<file path="src/shared/buck3_pkg.sv">
/*
  Constants for the third buck regulator control register group: register
  addresses, field positions, masks and step timing.
  Assumes a 100 MHz register clock and byte-wide registers on a byte address.
*/
package buck3_pkg;

  // register addresses on the serial control bus
  localparam logic [7:0] ADDR_STANDBY  = 8'h3d;
  localparam logic [7:0] ADDR_SLEEP    = 8'h3e;
  localparam logic [7:0] ADDR_MODE     = 8'h3f;
  localparam logic [7:0] ADDR_CONF     = 8'h40;

  // writable bits of each register, reserved bits are zero here
  localparam logic [7:0] MASK_VOLTAGE  = 8'h1f;
  localparam logic [7:0] MASK_MODE     = 8'h2f;
  localparam logic [7:0] MASK_CONF     = 8'h7d;

  // field positions
  localparam int VOLT_MSB      = 4;
  localparam int MODE_CODE_MSB = 3;
  localparam int TURNOFF_BIT   = 5;
  localparam int STEP_RATE_BIT = 6;
  localparam int PHASE_MSB     = 5;
  localparam int PHASE_LSB     = 4;
  localparam int FREQ_MSB      = 3;
  localparam int FREQ_LSB      = 2;
  localparam int ILIM_BIT      = 0;

  // field widths
  localparam int VOLT_W  = 5;
  localparam int MODE_W  = 4;
  localparam int PHASE_W = 2;
  localparam int FREQ_W  = 2;

  // voltage step timing
  localparam int CLK_PERIOD_NS = 10;
  localparam int STEP_FAST_NS  = 2000;
  localparam int STEP_SLOW_NS  = 4000;
  localparam int STEP_FAST_CYC = STEP_FAST_NS / CLK_PERIOD_NS;
  localparam int STEP_SLOW_CYC = STEP_SLOW_NS / CLK_PERIOD_NS;
  localparam int STEP_CNT_W    = 9;

  // regulator operating state
  typedef enum logic [1:0] {
    ST_ON,
    ST_STANDBY,
    ST_SLEEP,
    ST_OFF
  } reg_state_t;

endpackage : buck3_pkg

</file>
<file path="src/shared/otp_load_if.sv">
/*
  Carries the configuration memory defaults from the loader to the
  register bank, together with the one-cycle load strobe.
  Assumes both ends share mclk_i.
*/
interface otp_load_if;
  import buck3_pkg::*;

  logic               load;
  logic               loaded;
  logic [VOLT_W-1:0]  standby_v;
  logic [VOLT_W-1:0]  sleep_v;
  logic [MODE_W-1:0]  mode_code;
  logic               step_rate;
  logic [FREQ_W-1:0]  freq;
  logic               ilim;

  modport loader (output load, loaded, standby_v, sleep_v, mode_code, step_rate, freq, ilim);
  modport bank   (input  load, loaded, standby_v, sleep_v, mode_code, step_rate, freq, ilim);
endinterface : otp_load_if

</file>
<file path="src/design/otp_defaults_loader.sv">
/*
  Captures the configuration memory defaults after reset release and hands
  them to the register bank with a single load strobe.
  Assumes the memory outputs are stable and on the mclk_i domain.
*/
module otp_defaults_loader
  import buck3_pkg::*;
(
  // clock and reset
  input  wire logic              mclk_i,
  input  wire logic              reset_i,
  // configuration memory image
  input  wire logic [VOLT_W-1:0] otp_standby_v_i,
  input  wire logic [VOLT_W-1:0] otp_sleep_v_i,
  input  wire logic [MODE_W-1:0] otp_mode_code_i,
  input  wire logic              otp_step_rate_i,
  input  wire logic [FREQ_W-1:0] otp_freq_i,
  input  wire logic              otp_ilim_i,
  // defaults towards the bank
  otp_load_if.loader             ld
);

  typedef enum logic [1:0] {LD_CAPTURE, LD_APPLY, LD_DONE} load_state_t;

  load_state_t       state_ff, nxt_state;
  logic [VOLT_W-1:0] stby_ff, sleep_ff;
  logic [MODE_W-1:0] mode_ff;
  logic              rate_ff, ilim_ff;
  logic [FREQ_W-1:0] freq_ff;

  // sequence: capture once after release, then apply
  always_comb begin
    case (state_ff)
      LD_CAPTURE: nxt_state = LD_APPLY;
      LD_APPLY:   nxt_state = LD_DONE;
      default:    nxt_state = LD_DONE;
    endcase
  end

  // straps caught by the clock, never by the reset itself
  always_ff @(posedge mclk_i) begin
    if (reset_i) begin
      state_ff <= LD_CAPTURE;
    end else begin
      state_ff <= nxt_state;
    end
    if (!reset_i && state_ff == LD_CAPTURE) begin
      stby_ff  <= otp_standby_v_i;
      sleep_ff <= otp_sleep_v_i;
      mode_ff  <= otp_mode_code_i;
      rate_ff  <= otp_step_rate_i;
      freq_ff  <= otp_freq_i;
      ilim_ff  <= otp_ilim_i;
    end
  end

  assign ld.load      = (state_ff == LD_APPLY);
  assign ld.loaded    = (state_ff == LD_DONE);
  assign ld.standby_v = stby_ff;
  assign ld.sleep_v   = sleep_ff;
  assign ld.mode_code = mode_ff;
  assign ld.step_rate = rate_ff;
  assign ld.freq      = freq_ff;
  assign ld.ilim      = ilim_ff;
endmodule : otp_defaults_loader

</file>
<file path="src/design/voltage_step_timer.sv">
/*
  Moves the applied output voltage code one step at a time towards its
  target, one step per fast or slow interval.
  Assumes target and rate come from registers on mclk_i.
*/
module voltage_step_timer
  import buck3_pkg::*;
#(
  parameter int FAST_CYC = STEP_FAST_CYC,
  parameter int SLOW_CYC = STEP_SLOW_CYC
) (
  // clock and reset
  input  wire logic              mclk_i,
  input  wire logic              reset_i,
  // control
  input  wire logic              slow_i,
  input  wire logic              hold_i,
  input  wire logic [VOLT_W-1:0] target_i,
  // applied code
  output logic [VOLT_W-1:0]      code_o,
  output logic                   busy_o
);

  logic [STEP_CNT_W-1:0] cnt_ff, nxt_cnt, limit;
  logic [VOLT_W-1:0]     code_ff, nxt_code;
  logic                  tick;

  // interval chosen live, so a rate change takes effect at the next tick
  always_comb begin
    limit    = slow_i ? STEP_CNT_W'(SLOW_CYC - 1) : STEP_CNT_W'(FAST_CYC - 1);
    tick     = (cnt_ff >= limit);
    nxt_cnt  = tick ? '0 : cnt_ff + 1'b1;
    nxt_code = code_ff;
    if (tick && !hold_i) begin
      if (code_ff < target_i) begin
        nxt_code = code_ff + 1'b1;
      end else if (code_ff > target_i) begin
        nxt_code = code_ff - 1'b1;
      end
    end
  end

  always_ff @(posedge mclk_i) begin
    if (reset_i) begin
      cnt_ff  <= '0;
      code_ff <= '0;
    end else begin
      cnt_ff  <= nxt_cnt;
      code_ff <= nxt_code;
    end
  end

  assign code_o = code_ff;
  assign busy_o = (code_ff != target_i);
endmodule : voltage_step_timer

</file>
<file path="src/design/buck3_control_registers.sv">
/*
  Control register group of the third buck regulator: standby and sleep
  voltages, switching mode with turn-off target, and configuration.
  Assumes a serial bus slave in front that presents byte reads and writes
  on mclk_i, and configuration memory outputs on the same clock.
*/

// Overview of operation
// - The standby register holds a 5-bit code in bits 4:0 giving the output voltage in standby.
// - The sleep register holds a 5-bit code in bits 4:0 giving the output voltage in sleep mode.
// - Mode bit 5 picks the state after a turn-off event: 0 off, 1 sleep.
// - Mode bits 3:0 hold the 4-bit switching mode code.
// - Configuration bit 6 sets the voltage step rate: 0 one step per 2.0 us, 1 one step per 4.0 us.
// - Configuration bits 5:4 choose the switching clock phase.
// - Configuration bits 3:2 choose the switching frequency.
// - Configuration bit 0 chooses the current limit: 0 about 2.75 A, 1 about 2.0 A.
// - After reset the voltage, mode code, step rate, frequency and current limit fields take their values from configuration memory; phase and turn-off bits clear.
module buck3_control_registers
  import buck3_pkg::*;
#(
  parameter int FAST_CYC = STEP_FAST_CYC,
  parameter int SLOW_CYC = STEP_SLOW_CYC
) (
  // clock and reset
  input  wire logic              mclk_i,
  input  wire logic              reset_i,
  // register access from the bus slave
  input  wire logic [7:0]        reg_addr_i,
  input  wire logic              reg_wr_i,
  input  wire logic              reg_rd_i,
  input  wire logic [7:0]        reg_wdata_i,
  output logic [7:0]             reg_rdata_o,
  output logic                   reg_rvalid_o,
  output logic                   reg_ready_o,
  // configuration memory image
  input  wire logic [VOLT_W-1:0] otp_standby_v_i,
  input  wire logic [VOLT_W-1:0] otp_sleep_v_i,
  input  wire logic [MODE_W-1:0] otp_mode_code_i,
  input  wire logic              otp_step_rate_i,
  input  wire logic [FREQ_W-1:0] otp_freq_i,
  input  wire logic              otp_ilim_i,
  // system power events, asynchronous pins
  input  wire logic              standby_i,
  input  wire logic              turnoff_i,
  // normal-run voltage from the neighbouring register
  input  wire logic [VOLT_W-1:0] run_voltage_i,
  // regulator controls
  output logic [VOLT_W-1:0]      voltage_code_o,
  output logic                   voltage_busy_o,
  output reg_state_t             regulator_state_o,
  output logic                   regulator_enable_o,
  output logic [MODE_W-1:0]      switching_mode_code_o,
  output logic                   voltage_step_rate_o,
  output logic [PHASE_W-1:0]     clock_phase_select_o,
  output logic [FREQ_W-1:0]      switching_frequency_select_o,
  output logic                   current_limit_select_o
);

  otp_load_if ld ();

  otp_defaults_loader u_loader (
    .mclk_i          (mclk_i),
    .reset_i         (reset_i),
    .otp_standby_v_i (otp_standby_v_i),
    .otp_sleep_v_i   (otp_sleep_v_i),
    .otp_mode_code_i (otp_mode_code_i),
    .otp_step_rate_i (otp_step_rate_i),
    .otp_freq_i      (otp_freq_i),
    .otp_ilim_i      (otp_ilim_i),
    .ld              (ld.loader)
  );

  // register storage, full byte kept with reserved bits forced low
  logic [7:0] standby_ff, nxt_standby;
  logic [7:0] sleep_ff,   nxt_sleep;
  logic [7:0] mode_ff,    nxt_mode;
  logic [7:0] conf_ff,    nxt_conf;
  logic [7:0] rdata_ff,   nxt_rdata;
  logic       rvalid_ff,  nxt_rvalid;
  logic       wr_ok;

  // writes held off until the defaults land, or the load would eat them
  assign wr_ok = reg_wr_i && ld.loaded;

  // next register values: load first, then host writes
  always_comb begin
    nxt_standby = standby_ff;
    nxt_sleep   = sleep_ff;
    nxt_mode    = mode_ff;
    nxt_conf    = conf_ff;
    if (ld.load) begin
      nxt_standby                        = '0;
      nxt_standby[VOLT_MSB:0]            = ld.standby_v;
      nxt_sleep                          = '0;
      nxt_sleep[VOLT_MSB:0]              = ld.sleep_v;
      nxt_mode                           = '0;
      nxt_mode[MODE_CODE_MSB:0]          = ld.mode_code;
      nxt_conf                           = '0;
      nxt_conf[STEP_RATE_BIT]            = ld.step_rate;
      nxt_conf[FREQ_MSB:FREQ_LSB]        = ld.freq;
      nxt_conf[ILIM_BIT]                 = ld.ilim;
    end else if (wr_ok) begin
      if (reg_addr_i == ADDR_STANDBY) begin
        nxt_standby = reg_wdata_i & MASK_VOLTAGE;
      end else if (reg_addr_i == ADDR_SLEEP) begin
        nxt_sleep = reg_wdata_i & MASK_VOLTAGE;
      end else if (reg_addr_i == ADDR_MODE) begin
        nxt_mode = reg_wdata_i & MASK_MODE;
      end else if (reg_addr_i == ADDR_CONF) begin
        nxt_conf = reg_wdata_i & MASK_CONF;
      end
    end
  end

  // read path, unmapped addresses read as zero
  // data held until the next read, so a slow host can still fetch it
  always_comb begin
    nxt_rvalid = reg_rd_i && ld.loaded;
    nxt_rdata  = rdata_ff;
    if (nxt_rvalid) begin
      if (reg_addr_i == ADDR_STANDBY) begin
        nxt_rdata = standby_ff;
      end else if (reg_addr_i == ADDR_SLEEP) begin
        nxt_rdata = sleep_ff;
      end else if (reg_addr_i == ADDR_MODE) begin
        nxt_rdata = mode_ff;
      end else if (reg_addr_i == ADDR_CONF) begin
        nxt_rdata = conf_ff;
      end else begin
        nxt_rdata = '0;
      end
    end
  end

  always_ff @(posedge mclk_i) begin
    if (reset_i) begin
      standby_ff <= '0;
      sleep_ff   <= '0;
      mode_ff    <= '0;
      conf_ff    <= '0;
      rdata_ff   <= '0;
      rvalid_ff  <= 1'b0;
    end else begin
      standby_ff <= nxt_standby;
      sleep_ff   <= nxt_sleep;
      mode_ff    <= nxt_mode;
      conf_ff    <= nxt_conf;
      rdata_ff   <= nxt_rdata;
      rvalid_ff  <= nxt_rvalid;
    end
  end

  assign reg_rdata_o  = rdata_ff;
  assign reg_rvalid_o = rvalid_ff;
  assign reg_ready_o  = ld.loaded;

  // pin synchronisers: three stages, a change counts when two and three agree
  // costs a few cycles of latency, but a one-cycle glitch never reaches the state
  logic [1:0] pin_raw;
  logic [1:0] sync1_ff, sync2_ff, sync3_ff;
  logic [1:0] pin_lvl_ff, nxt_pin_lvl;

  assign pin_raw = {turnoff_i, standby_i};

  always_ff @(posedge mclk_i) begin
    if (reset_i) begin
      sync1_ff <= '0;
      sync2_ff <= '0;
      sync3_ff <= '0;
    end else begin
      sync1_ff <= pin_raw;
      sync2_ff <= sync1_ff;
      sync3_ff <= sync2_ff;
    end
  end

  genvar gi;
  generate
    for (gi = 0; gi < 2; gi++) begin : g_pin_filter
      always_comb begin
        nxt_pin_lvl[gi] = (sync2_ff[gi] == sync3_ff[gi]) ? sync3_ff[gi] : pin_lvl_ff[gi];
      end
    end
  endgenerate

  always_ff @(posedge mclk_i) begin
    if (reset_i) begin
      pin_lvl_ff <= '0;
    end else begin
      pin_lvl_ff <= nxt_pin_lvl;
    end
  end

  // operating state: turn-off outranks standby
  // frozen until loaded, so the turn-off target is never read before it is known
  reg_state_t       state_ff, nxt_state;
  logic [VOLT_W-1:0] target_v;

  always_comb begin
    case (1'b1)
      pin_lvl_ff[1]: nxt_state = mode_ff[TURNOFF_BIT] ? ST_SLEEP : ST_OFF;
      pin_lvl_ff[0]: nxt_state = ST_STANDBY;
      default:       nxt_state = ST_ON;
    endcase
    case (state_ff)
      ST_STANDBY: target_v = standby_ff[VOLT_MSB:0];
      ST_SLEEP:   target_v = sleep_ff[VOLT_MSB:0];
      default:    target_v = run_voltage_i;
    endcase
  end

  always_ff @(posedge mclk_i) begin
    if (reset_i) begin
      state_ff <= ST_OFF;
    end else if (ld.loaded) begin
      state_ff <= nxt_state;
    end
  end

  // applied voltage ramps, frozen while off so it resumes from the last code
  voltage_step_timer #(
    .FAST_CYC (FAST_CYC),
    .SLOW_CYC (SLOW_CYC)
  ) u_step (
    .mclk_i   (mclk_i),
    .reset_i  (reset_i),
    .slow_i   (conf_ff[STEP_RATE_BIT]),
    .hold_i   (state_ff == ST_OFF),
    .target_i (target_v),
    .code_o   (voltage_code_o),
    .busy_o   (voltage_busy_o)
  );

  // field outputs straight from the register flops
  assign regulator_state_o            = state_ff;
  assign regulator_enable_o           = (state_ff != ST_OFF);
  assign switching_mode_code_o        = mode_ff[MODE_CODE_MSB:0];
  assign voltage_step_rate_o          = conf_ff[STEP_RATE_BIT];
  assign clock_phase_select_o         = conf_ff[PHASE_MSB:PHASE_LSB];
  assign switching_frequency_select_o = conf_ff[FREQ_MSB:FREQ_LSB];
  assign current_limit_select_o       = conf_ff[ILIM_BIT];
endmodule : buck3_control_registers

</file>
<file path="config.mk">
export PLATFORM = sky130hd
export DESIGN_NAME = buck3_control_registers
export DESIGN_NICKNAME = d
export VERILOG_FILES = /design/src/shared/buck3_pkg.sv /design/src/shared/otp_load_if.sv /design/src/design/otp_defaults_loader.sv /design/src/design/voltage_step_timer.sv /design/src/design/buck3_control_registers.sv
export SDC_FILE = /design/constraint.sdc
export NUM_CORES = 1
export LEC_CHECK = 0
export BUFFER_PORTS_ARGS = -buffer_cell sky130_fd_sc_hd__buf_4
export CAP_MARGIN = 20
export CORE_UTILIZATION = 45
export DETAILED_ROUTE_END_ITERATION = 6
export GPL_TIMING_DRIVEN = 0
export PLACE_DENSITY = 0.68
export SETUP_SLACK_MARGIN = 0.5
export SYNTH_ARGS = -nofsm -noshare
export SYNTH_HDL_FRONTEND = slang
export SYNTH_SLANG_ARGS = --single-unit
</file>
<file path="constraint.sdc">
create_clock -name mclk_i -period 4 [get_ports mclk_i]
set_input_delay 0.4 -clock mclk_i [delete_from_list [all_inputs] [get_ports mclk_i]]
set_output_delay 0.4 -clock mclk_i [all_outputs]
set_load 0.1 [all_outputs]
</file>
Word level (Yosys, flattened, before mapping):

Index checks and enable logic that the tools add are counted.

* register bits: 74
* input port bits: 45
* output and inout port bits: 29
* logic and storage cells: 100

* add/subtract/negate cells: 3
* $lt $le $gt $ge: 3
* eq/ne operators: 16
* multiplexer cells: 30
* bitwise logic cells: 3
* reduce and logical (&&, ||, !) cells: 22

Operators with widths (number)
* $mux 7: 10
* $mux 5: 9
* $eq 8x6->1 const B: 3
* $mux 4: 5
* $reduce_bool 2->1: 6
* $pmux 5 s2: 1
* $reduce_and 5->1: 2
* $add 9x1->9 const B: 1
* $ge 9x9->1: 1
* $mux 9: 1
* $eq 8x7->1 const B: 1
* $ne 2x2->1 const B: 4
* $reduce_and 4->1: 2
* $eq 2x2->1 const B: 3
* $add 5x1->5 const B: 1
* $gt 5x5->1: 1
* $lt 5x5->1: 1
* $ne 5x5->1: 1
* $sub 5x1->5 const B: 1
* $eq 2x1->1 const B: 2
* $logic_and 1x1->1: 4
* $mux 2: 2
* $reduce_and 2->1: 2
* $reduce_or 2->1: 2
* 6 further kinds: 11

Longest topological paths before layout:

Gate-level depths: netlist of run 1.

* depth after elaboration: 7
* gate-level depth with buffers: 15
* mapped depth without buffers: 15

Modules after synthesis:

A second synthesis of run 1 with hierarchy kept.

* cell total of the unflattened synthesis: 359
* area total of the unflattened synthesis: 3554.7 um^2

Modules (own cells, without submodules)
* buck3_control_registers: instances 1, cells an instance 229, area each 2023.2 um^2, seq. area each 780.7 um^2
* voltage_step_timer: instances 1, cells an instance 105, area each 918.4 um^2, seq. area each 280.3 um^2
* otp_defaults_loader: instances 1, cells an instance 25, area each 613.1 um^2, seq. area each 580.6 um^2

Worst setup path before layout of run 1:

Ideal clock, no wire load.

* path type: reg-to-reg
* from: register state_ff[0], in the netlist regulator_state_o[0]
* to: register u_step.code_ff[4], in the netlist u_step.code_o[4]
* setup time: 0.121 ns
* data arrival time: 3.845 ns
* data required time: 3.879 ns
* slack: 0.034 ns
* stages on the path, launching flop included: 15
* buffers on the path: 1
* period minus slack after synthesis: 3.966 ns
* cell sequence: dfxtp_1 -> inv_1 -> ha_1 -> clkbuf_1 -> a21oi_1 -> ha_1 -> nand4_1 -> o221ai_1 -> inv_1 -> fa_1 -> nor2b_1 -> o21ai_0 -> and3_1 -> o21ai_1 -> mux2_2

* cells in the longest elaborated chain, start to end: 5
* elaborated cells on any way between the ends: 11
* classes of those cells: order compare: 2; eq/ne: 3; mux: 2; reduce/logical: 4

Ends and longest elaborated chain
* from (decl): line buck3_control_registers.sv:196 `reg_state_t state_ff, nxt_state;`
* from (signal assigned): line buck3_control_registers.sv:216 `state_ff <= nxt_state;`
* $eq 2x2->1 or $eq 2x1->1 (tied branches): line buck3_control_registers.sv:205 `case (state_ff)`
* $pmux 5 s2: line buck3_control_registers.sv:205
* $gt 5x5->1 or $lt 5x5->1 (tied branches): line voltage_step_timer.sv:37, voltage_step_timer.sv:35
* $reduce_bool 2->1 (no line)
* $reduce_and 2->1 (no line)
* to (signal assigned): line voltage_step_timer.sv:49 `code_ff <= nxt_code;`
* to (decl): line voltage_step_timer.sv:25 `logic [VOLT_W-1:0] code_ff, nxt_code;`

Several ways; a longest one is shown, not always the timed one.
A chain may end at the register's enable or synchronous reset.

Worst setup path after layout of run 1:

Same ends and word-level chain as after synthesis.

==> results of run 1 <==
==> worst max-delay path, stage by stage (launching register included) <==
cell and delay (ns):
dfxtp_4 0.37, inv_1 0.07, ha_1 0.30, buf_4 0.18, nor2_2 0.13, a21oi_1 0.06, ha_1 0.33, nand4_1 0.18
o221ai_4 0.26, inv_2 0.07, fa_2 0.36, nor2b_1 0.12, o21ai_1 0.09, and3_1 0.20, o21ai_2 0.15, mux2_2 0.34
==> cells by family (layout without fill, tap and decap cells) <==
family	Yosys count	after routing
adders and majority gates	16	16
and+or+nand+nor	120	120
other	1	1
AOI/OAI and AO/OA	72	72
xor gates and xnor gates	8	8
buffers and inverters	35	123
DFF	73	73
muxes	15	15
==> power by group through the flow <==
stage | clock network [W] | registers [W] | logic [W]
finish | 0.000581 | 0.000837 | 0.000341
global route | 0.000625 | 0.000842 | 0.000365
CTS | 0.000590 | 0.000837 | 0.000336
detailed placement | 0 | 0.000854 | 0.000329
global placement | 0 | 0.000854 | 0.000321
floorplan | 0 | 0.000889 | 0.000186
==> cells in the final DEF (no fill, tap or decap), drive strengths merged, types with 4 or more instances in the layout <==
| cell | n |
|---|---|
| nor2b | 10 |
| ha | 15 |
| a22oi | 9 |
| nor2 | 40 |
| clkbuf | 21 |
| nor3 | 9 |
| nand3 | 12 |
| nand2 | 28 |
| xnor2 | 5 |
| and3 | 4 |
| a21oi | 18 |
| a311oi | 5 |
| buf | 84 |
| o211ai | 4 |
| a221oi | 6 |
| dfxtp | 55 |
| o21ai | 8 |
| a211oi | 12 |
| edfxtp | 18 |
| inv | 14 |
| mux2i | 14 |
==> cells in the mapped netlist, types with 2 or more instances <==
cell type and number:
a211oi_1 12, a21oi_1 18, a221oi_1 6, a22oi_1 9, a311oi_1 5, a32o_1 3
and3_1 4, buf_2 2, buf_4 8, clkbuf_1 11, dfxtp_1 55, edfxtp_1 18
ha_1 15, inv_1 13, mux2i_1 14, nand2_1 28, nand2b_1 2, nand3_1 11
nor2_1 40, nor2b_1 10, nor3_1 8, nor4_1 2, o211ai_1 4, o21ai_0 7
or2b_1 3, or3_1 3, xnor2_1 5, xor2_1 3
==> sequential cells by signal (all words and copies together) (netlist names) <==
register / cells
u_loader.ld.mode_code: 4
sync1_ff: 2
pin_lvl_ff: 2
standby_ff: 5
mode_ff: 5
sync2_ff: 2
u_loader.ld.ilim: 1
u_step.code_o: 5
u_loader.ld.freq: 2
u_loader.state_ff: 2
u_loader.ld.sleep_v: 5
regulator_state_o: 2
conf_ff: 6
u_loader.ld.step_rate: 1
sleep_ff: 5
u_step.cnt_ff: 9
reg_rvalid_o: 1
sync3_ff: 2
reg_rdata_o: 7
u_loader.ld.standby_v: 5
==> timing repair <==
item                                    CTS  global route
setup buffers                             1             0
resized for setup                         2            12
endpoints found under the setup margin    1             1
pin swaps                                 1             3
gates cloned                              0             0
==> layout make-up <==
cell class                 instances  share of cell area
buffer                            22              0.0295
clock buffer                      11              0.0330
clock inverter                     5              0.0126
inverter                          13              0.0114
timing repair buffer              72               0.127
tap                               99              0.0289
multi-input combinational        232               0.372
sequential                        73               0.385
==> metal layers <==
layer / GRT usage / up-vias
met2: 0.385 / 80
met4: 0.101 / 0
met1: 0.273 / 1342
met3: 0.0392 / 18
li1: - / 1396
met5: 0 / -
==> per-stage QoR <==
stage | utilization | hold slack, ns | worst slack (ns) | std cells | total power [W]
2_1_floorplan | - | 0.414 | 0.559 | 340 | 0.00108
3_3_place_gp | 0.555 | 0.421 | 0.417 | 509 | 0.00117
3_5_place_dp | 0.558 | 0.425 | 0.310 | 510 | 0.00118
4_1_cts | 0.588 | 0.211 | 0.548 | 527 | 0.00176
5_1_grt | 0.590 | 0.204 | 0.504 | 527 | 0.00183
6_report | 0.590 | 0.217 | 0.682 | 527 | 0.00176
==> how the worst max path moves through the flow <==
stage / cells after the start / slack, ns / endpoint
6_report: 15 / 0.68 / u_step.code_o[4]
4_1_cts: 15 / 0.55 / u_step.code_o[4]
5_1_grt: 15 / 0.50 / u_step.code_o[4]
3_5_place_dp: 15 / 0.31 / u_step.code_o[4]
2_1_floorplan: 14 / 0.56 / u_step.code_o[4]
3_3_place_gp: 15 / 0.42 / u_step.code_o[4]
==> flow_metrics.env, run 1 <==
export IMPL_wl_met1_mm=3.61
export IMPL_swShare=0.308
export IMPL_synthSimpleGateAreaFrac=0.183
export IMPL_worst_setup_path_end_kind="flop"
export IMPL_rsz0062_at_grt="false"
export IMPL_synth_nets=401
export IMPL_final_setup_tns_ns=0
export IMPL_die_area_mm2=0.00784
export IMPL_synth_xor_xnor_area_share=0.0208
export IMPL_synth_compound_area_share=0.150
export IMPL_p_comb_frac=0.194
export IMPL_ys_ff_latch=73
export IMPL_post_dp_hpwl_mm=6.13
export IMPL_dr_wl_met2_mm=4.09
export IMPL_via_count=2836
export IMPL_grt_start_max_net_pins=15
export IMPL_core_area_mm2=0.00725
export IMPL_yosysWarnings=0
export IMPL_io_pins=74
export IMPL_synth_top_area_frac=0.327
export IMPL_cap_viol_max_count=0
export IMPL_drc=0
export IMPL_hp_start="otp_standby_v_i[0]"
export IMPL_dr_pass1_iters=4
export IMPL_cp_required_ns=4.24
export IMPL_yosysTopAreaCell="dfxtp_1"
export IMPL_yosysSeqAreaShare=0.487
export IMPL_drive_above_1_share=0.276
export IMPL_num_rows=31
export IMPL_muxShareOfSynthArea=0.0449
export IMPL_crit_path_start_kind="flop"
export IMPL_grt_pass1_vias=2584
export IMPL_internal_power_w=0.00122
export IMPL_fmax_ghz=0.301
export IMPL_portBuffers=70
export IMPL_yosys_cell_types_count=49
export IMPL_clock_sinks=73
export IMPL_hold_depth=1
export IMPL_cts_buffers=9
export IMPL_ctsHoldBuffers=0
export IMPL_ys_async_sr_fraction=0
export IMPL_slew_headroom=0.522
export IMPL_p_leak_nw=1.76
export IMPL_synth_top_family_by_area="simple AND/OR/NAND/NOR gates"
export IMPL_irDropWorstVdd_uv=225
export IMPL_antenna_found_initial=0
export IMPL_die_w_um=88.5
export IMPL_area_growth_pct=27.1
export IMPL_r2r_start="regulator_state_o[0]"
export IMPL_power_density_mw_per_mm2=411
export IMPL_multi_input_area_mm2=0.00160
export IMPL_regArea_mm2=0.00165
export IMPL_clk_latency_ns=0.36
export IMPL_syn_inst=340
export IMPL_setup_viol=0
export IMPL_crit_start="regulator_state_o[0]"
export IMPL_ys_flop_type="dfxtp_1"
export IMPL_cts_htree_levels=3
export IMPL_worstMarginPinSlew_ns=0.717
export IMPL_grt_ovfl_total=0
export IMPL_p_switching_w=0.000542
export IMPL_crit_arrival_ns=3.56
export IMPL_grt_usage=0.223
export IMPL_synthAdderAreaFrac=0.0616
export IMPL_period_share=0.830
export IMPL_n_antenna_cell=0
export IMPL_fin_nets=484
export IMPL_outcome="complete, no violations"
export IMPL_cts_root_buf="clkbuf_8"
export IMPL_place_gp_congestion=0.902
export IMPL_period_minus_slack_ns=3.32
export IMPL_cts_tree="built"
export IMPL_synth_area_per_cell_um2=9.91
export IMPL_placed_area_mm2=0.00404
export IMPL_pwr_share_clk=0.330
export IMPL_reg2reg_to="u_step.code_o[4]"
export IMPL_drt_antenna_violating_nets=0
export IMPL_path_clk_slew_ns=0.08
export IMPL_wl_per_cell_um=15.8
export IMPL_rrSetupSlack_ns=0.68
export IMPL_hp_class="input pin to flop"
export IMPL_power_frac_seq=0.476
export IMPL_report_final_hold_viol_count=0
export IMPL_highest_layer="met4"
export IMPL_crit_type="flop to flop"
export IMPL_synthTopCellsByArea="dfxtp_1 33%, edfxtp_1 16%, ha_1 5.6%, nor2_1 4.5%, mux2i_1 4.2%"
export IMPL_synth_edff_count=18
export IMPL_syn_area_mm2=0.00337
export IMPL_drv_slew=0
export IMPL_wl_met3_um=397
export IMPL_drt_iter0_markers=200
export IMPL_min_to="u_loader.ld.standby_v[0]"
export IMPL_cp_max_fo=10
export IMPL_routed_wl_mm=8.31
export IMPL_dieHeight_um=88.5
export IMPL_clock_path_buffers=2
export IMPL_n_fill_cell=634
export IMPL_skew_ns=0.0122
export IMPL_start_util=0.465
export IMPL_vias_per_cell=5.38
export IMPL_fin_area_mm2=0.00428
export IMPL_reg2regPathDepth=15
export IMPL_grt_pass1_wl_mm=12.7
(Power assumes the default switching activity.)
==> run 2, diff against run 1 <==
--- a/config.mk
+++ b/config.mk
@@ -5,12 +5,13 @@
 export SDC_FILE = /design/constraint.sdc
 export NUM_CORES = 1
 export LEC_CHECK = 0
+export ABC_AREA = 1
 export BUFFER_PORTS_ARGS = -buffer_cell sky130_fd_sc_hd__buf_4
 export CAP_MARGIN = 20
 export CORE_UTILIZATION = 45
 export DETAILED_ROUTE_END_ITERATION = 6
 export GPL_TIMING_DRIVEN = 0
-export PLACE_DENSITY = 0.68
+export PLACE_DENSITY = 0.7
 export SETUP_SLACK_MARGIN = 0.5
 export SYNTH_ARGS = -nofsm -noshare
 export SYNTH_HDL_FRONTEND = slang
==> constraint.sdc (replaced) <==
create_clock -name mclk_i -period 2.9 [get_ports mclk_i]
set_input_delay 0.29 -clock mclk_i [delete_from_list [all_inputs] [get_ports mclk_i]]
set_output_delay 0.29 -clock mclk_i [all_outputs]
set_load 0.1 [all_outputs]
==> flow_metrics.env, run 2 <==
export IMPL_outcome="complete, no violations"
export IMPL_vias_per_cell=5.04
export IMPL_dieHeight_um=90.6
export IMPL_synth_edff_count=18
export IMPL_power_frac_seq=0.439
export IMPL_worst_setup_path_end_kind="flop"
export IMPL_drt_iter0_markers=124
export IMPL_path_cells="inv_4 > ha_4 > a221o_1 > o21ai_2 > ha_4 > nand2_2 > nor2_2 > nand2_2 > nand3_4 > inv_2 > fa_2 > nor2_2 > nor2_2 > nand3_1 > nand2_1 > inv_1 > nand3_1 > nand2_1 > nor2_1"
export IMPL_dp_cells=600
export IMPL_cts_htree_levels=3
export IMPL_hp_start="otp_sleep_v_i[2]"
export IMPL_grt_start_max_net_pins=16
export IMPL_period_minus_slack_ns=2.71
export IMPL_hp_class="input pin to flop"
export IMPL_path_clk_slew_ns=0.08
export IMPL_io_pins=74
export IMPL_fmax_ghz=0.368
export IMPL_p_comb_frac=0.206
export IMPL_fin_nets=586
export IMPL_min_to="u_loader.ld.sleep_v[2]"
export IMPL_period_share=0.936
export IMPL_grt_pass1_wl_mm=13.7
export IMPL_rrSetupSlack_ns=0.19
export IMPL_antenna_found_initial=0
export IMPL_path_buf_inv=3
export IMPL_finalNonFillerCells=629
export IMPL_routed_wl_mm=8.34
export IMPL_n_antenna_cell=0
export IMPL_post_dp_hpwl_mm=6.21
export IMPL_portBuffers=71
export IMPL_r2r_start="regulator_state_o[0]"
export IMPL_crit_type="flop to flop"
export IMPL_ctsHoldBuffers=0
export IMPL_critical_path_max_stage_delay_ns=0.39
export IMPL_hold_depth=1
export IMPL_ys_async_sr_fraction=0
export IMPL_synth_nets=490
export IMPL_start_util=0.477
export IMPL_final_cell_mix="88 x buf_4, 73 x nand2_1, 52 x dfxtp_1"
export IMPL_drt_antenna_violating_nets=0
export IMPL_synth_area_per_cell_um2=8.24
export IMPL_yosysTopAreaCell="dfxtp_1"
export IMPL_clock_path_buffers=2
export IMPL_dr_pass1_iters=5
export IMPL_p_leak_nw=2.04
export IMPL_drv_slew=0
export IMPL_largest_reg_flops=9
export IMPL_multi_input_area_mm2=0.00177
export IMPL_syn_area_mm2=0.00353
export IMPL_reg2reg_to="u_step.code_o[4]"
export IMPL_synth_top_area_frac=0.312
export IMPL_syn_inst=429
export IMPL_synth_most_common_cell="nand2_1"
export IMPL_synthTopCellsByArea="dfxtp_1 31%, edfxtp_1 15%, nand2_1 8.7%, ha_1 5.3%, nor2_1 5.2%"
export IMPL_slew_headroom=0.646
export IMPL_final_setup_tns_ns=0
export IMPL_yosysSeqAreaShare=0.464
export IMPL_cts_root_buf="clkbuf_8"
export IMPL_via_count=3168
export IMPL_cap_viol_max_count=0
export IMPL_cts_tree="built"
export IMPL_setup_viol=0
export IMPL_yosys_cell_types_count=40
export IMPL_crit_slowest_cell="dfxtp_4"
export IMPL_place_gp_congestion=0.884
export IMPL_reg2regPathDepth=19
export IMPL_clk_latency_ns=0.35
export IMPL_wl_per_cell_um=13.3
export IMPL_top_register="u_step.cnt_ff"
export IMPL_ys_flop_type="dfxtp_1"
export IMPL_die_area_mm2=0.00821
export IMPL_final_util=0.636
export IMPL_cp_required_ns=3.15
export IMPL_ys_ff_latch=73
export IMPL_yosysWarnings=0
export IMPL_irDropWorstVdd_uv=342
export IMPL_layout_commonest_cell="buf_4"
export IMPL_num_rows=31
export IMPL_die_w_um=90.6
export IMPL_cp_max_fo=6
export IMPL_n_fill_cell=657
export IMPL_grt_ovfl_total=0
export IMPL_skew_ns=0.0115
export IMPL_swShare=0.303
export IMPL_crit_path_start_kind="flop"
export IMPL_grt_pass1_vias=2959
export IMPL_synth_common_cells="82 x nand2_1, 55 x dfxtp_1, 49 x nor2_1"
export IMPL_rsz0062_at_grt="true"
export IMPL_area_growth_pct=33.3
export IMPL_crit_top_cell="nor2_2"
export IMPL_cts_buffers=9
export IMPL_p_switching_w=0.000791
export IMPL_crit_arrival_ns=2.97
export IMPL_clock_sinks=73
export IMPL_pwr_share_clk=0.355
export IMPL_grt_usage=0.213
export IMPL_regArea_mm2=0.00165
export IMPL_drc=0
export IMPL_internal_power_w=0.00182
export IMPL_report_final_hold_viol_count=0
export IMPL_worstMarginPinSlew_ns=0.531
export IMPL_power_density_mw_per_mm2=554
export IMPL_core_area_mm2=0.00741
export IMPL_cp_top_family="simple AND/OR/NAND/NOR gates"
export IMPL_drive_above_1_share=0.326
-- run 2: changes by cell type after synthesis, sizes merged, moves of 8 or more --
cell    change
nand3      +11
inv        +43
nand2      +59
nor2       +16
mux2i      -14
nor2b      -10
a211oi     -12
clkbuf      -8
o21ai      +21
a21oi      +10
-- run 2: final cells by class --
type	count	share of cell area
Buffer	12	0.0143
Clock buffer	12	0.0398
Clock inverter	4	0.0117
Inverter	57	0.0459
Multi-Input combinational cell	287	0.375
Sequential cell	73	0.350
Tap cell	99	0.0263
Timing Repair Buffer	85	0.137
-- run 2: cells by family (layout without fill, tap and decap cells) --
kind of cell	Yosys count	count (layout)	share of synthesized area
buffers and inverters	69	170	0.0796
xor gates and xnor gates	4	4	0.00991
AOI/OAI and AO/OA	81	81	0.141
other	1	1	0.00106
adders and majority gates	16	16	0.0588
and+or+nand+nor	185	185	0.245
DFF	73	73	0.464
-- run 2: worst max path at each step --
stage	cells past startpoint	slack [ns]	to	from
after floorplan	19	0.14	u_step.code_o[4]	regulator_state_o[0]
after global placement	20	0.19	u_step.code_o[4]	regulator_state_o[0]
after detailed placement	20	0.18	u_step.code_o[4]	regulator_state_o[0]
after CTS	20	0.20	u_step.code_o[4]	regulator_state_o[0]
after global routing	19	0.008	u_step.code_o[4]	regulator_state_o[0]
final	19	0.19	u_step.code_o[4]	regulator_state_o[0]
-- run 2: power groups by stage --
stage | clock network, W | registers, W | logic (W)
6_report | 0.000927 | 0.00114 | 0.000538
5_1_grt | 0.000992 | 0.00115 | 0.000582
4_1_cts | 0.000944 | 0.00114 | 0.000512
3_5_place_dp | 0 | 0.00117 | 0.000487
3_3_place_gp | 0 | 0.00117 | 0.000475
2_1_floorplan | 0 | 0.00123 | 0.000281
-- run 2: timing repair --
item / 4_1_cts / 5_1_grt
resized for setup: 10 / 13
endpoints found under the hold margin: 0 / 0
setup endpoints to repair: 5 / 6
pin swaps: 19 / 20
buffers inserted: 10 / 3
-- run 2: layer usage --
layer / wire length, µm / part of all wire / vias up / global-route usage
li1: - / - / 1623 / -
met1: 3640 / 0.44 / 1441 / 0.264
met2: 4210 / 0.51 / 94 / 0.362
met3: 363 / 0.044 / 10 / 0.0522
met4: 117 / 0.014 / 0 / 0.0712
met5: 0 / 0 / - / 0
-- run 2: metrics by stage --
step	power [W]	setup WS [ns]	instance area, µm²	hold WS, ns
after floorplan	0.00151	0.143	3610	0.388
after global placement	0.00164	0.193	4270	0.391
after detailed placement	0.00165	0.184	4290	0.396
after CTS	0.00260	0.203	4650	0.0931
after global routing	0.00272	0.00789	4710	0.0890
final	0.00261	0.186	4710	0.109
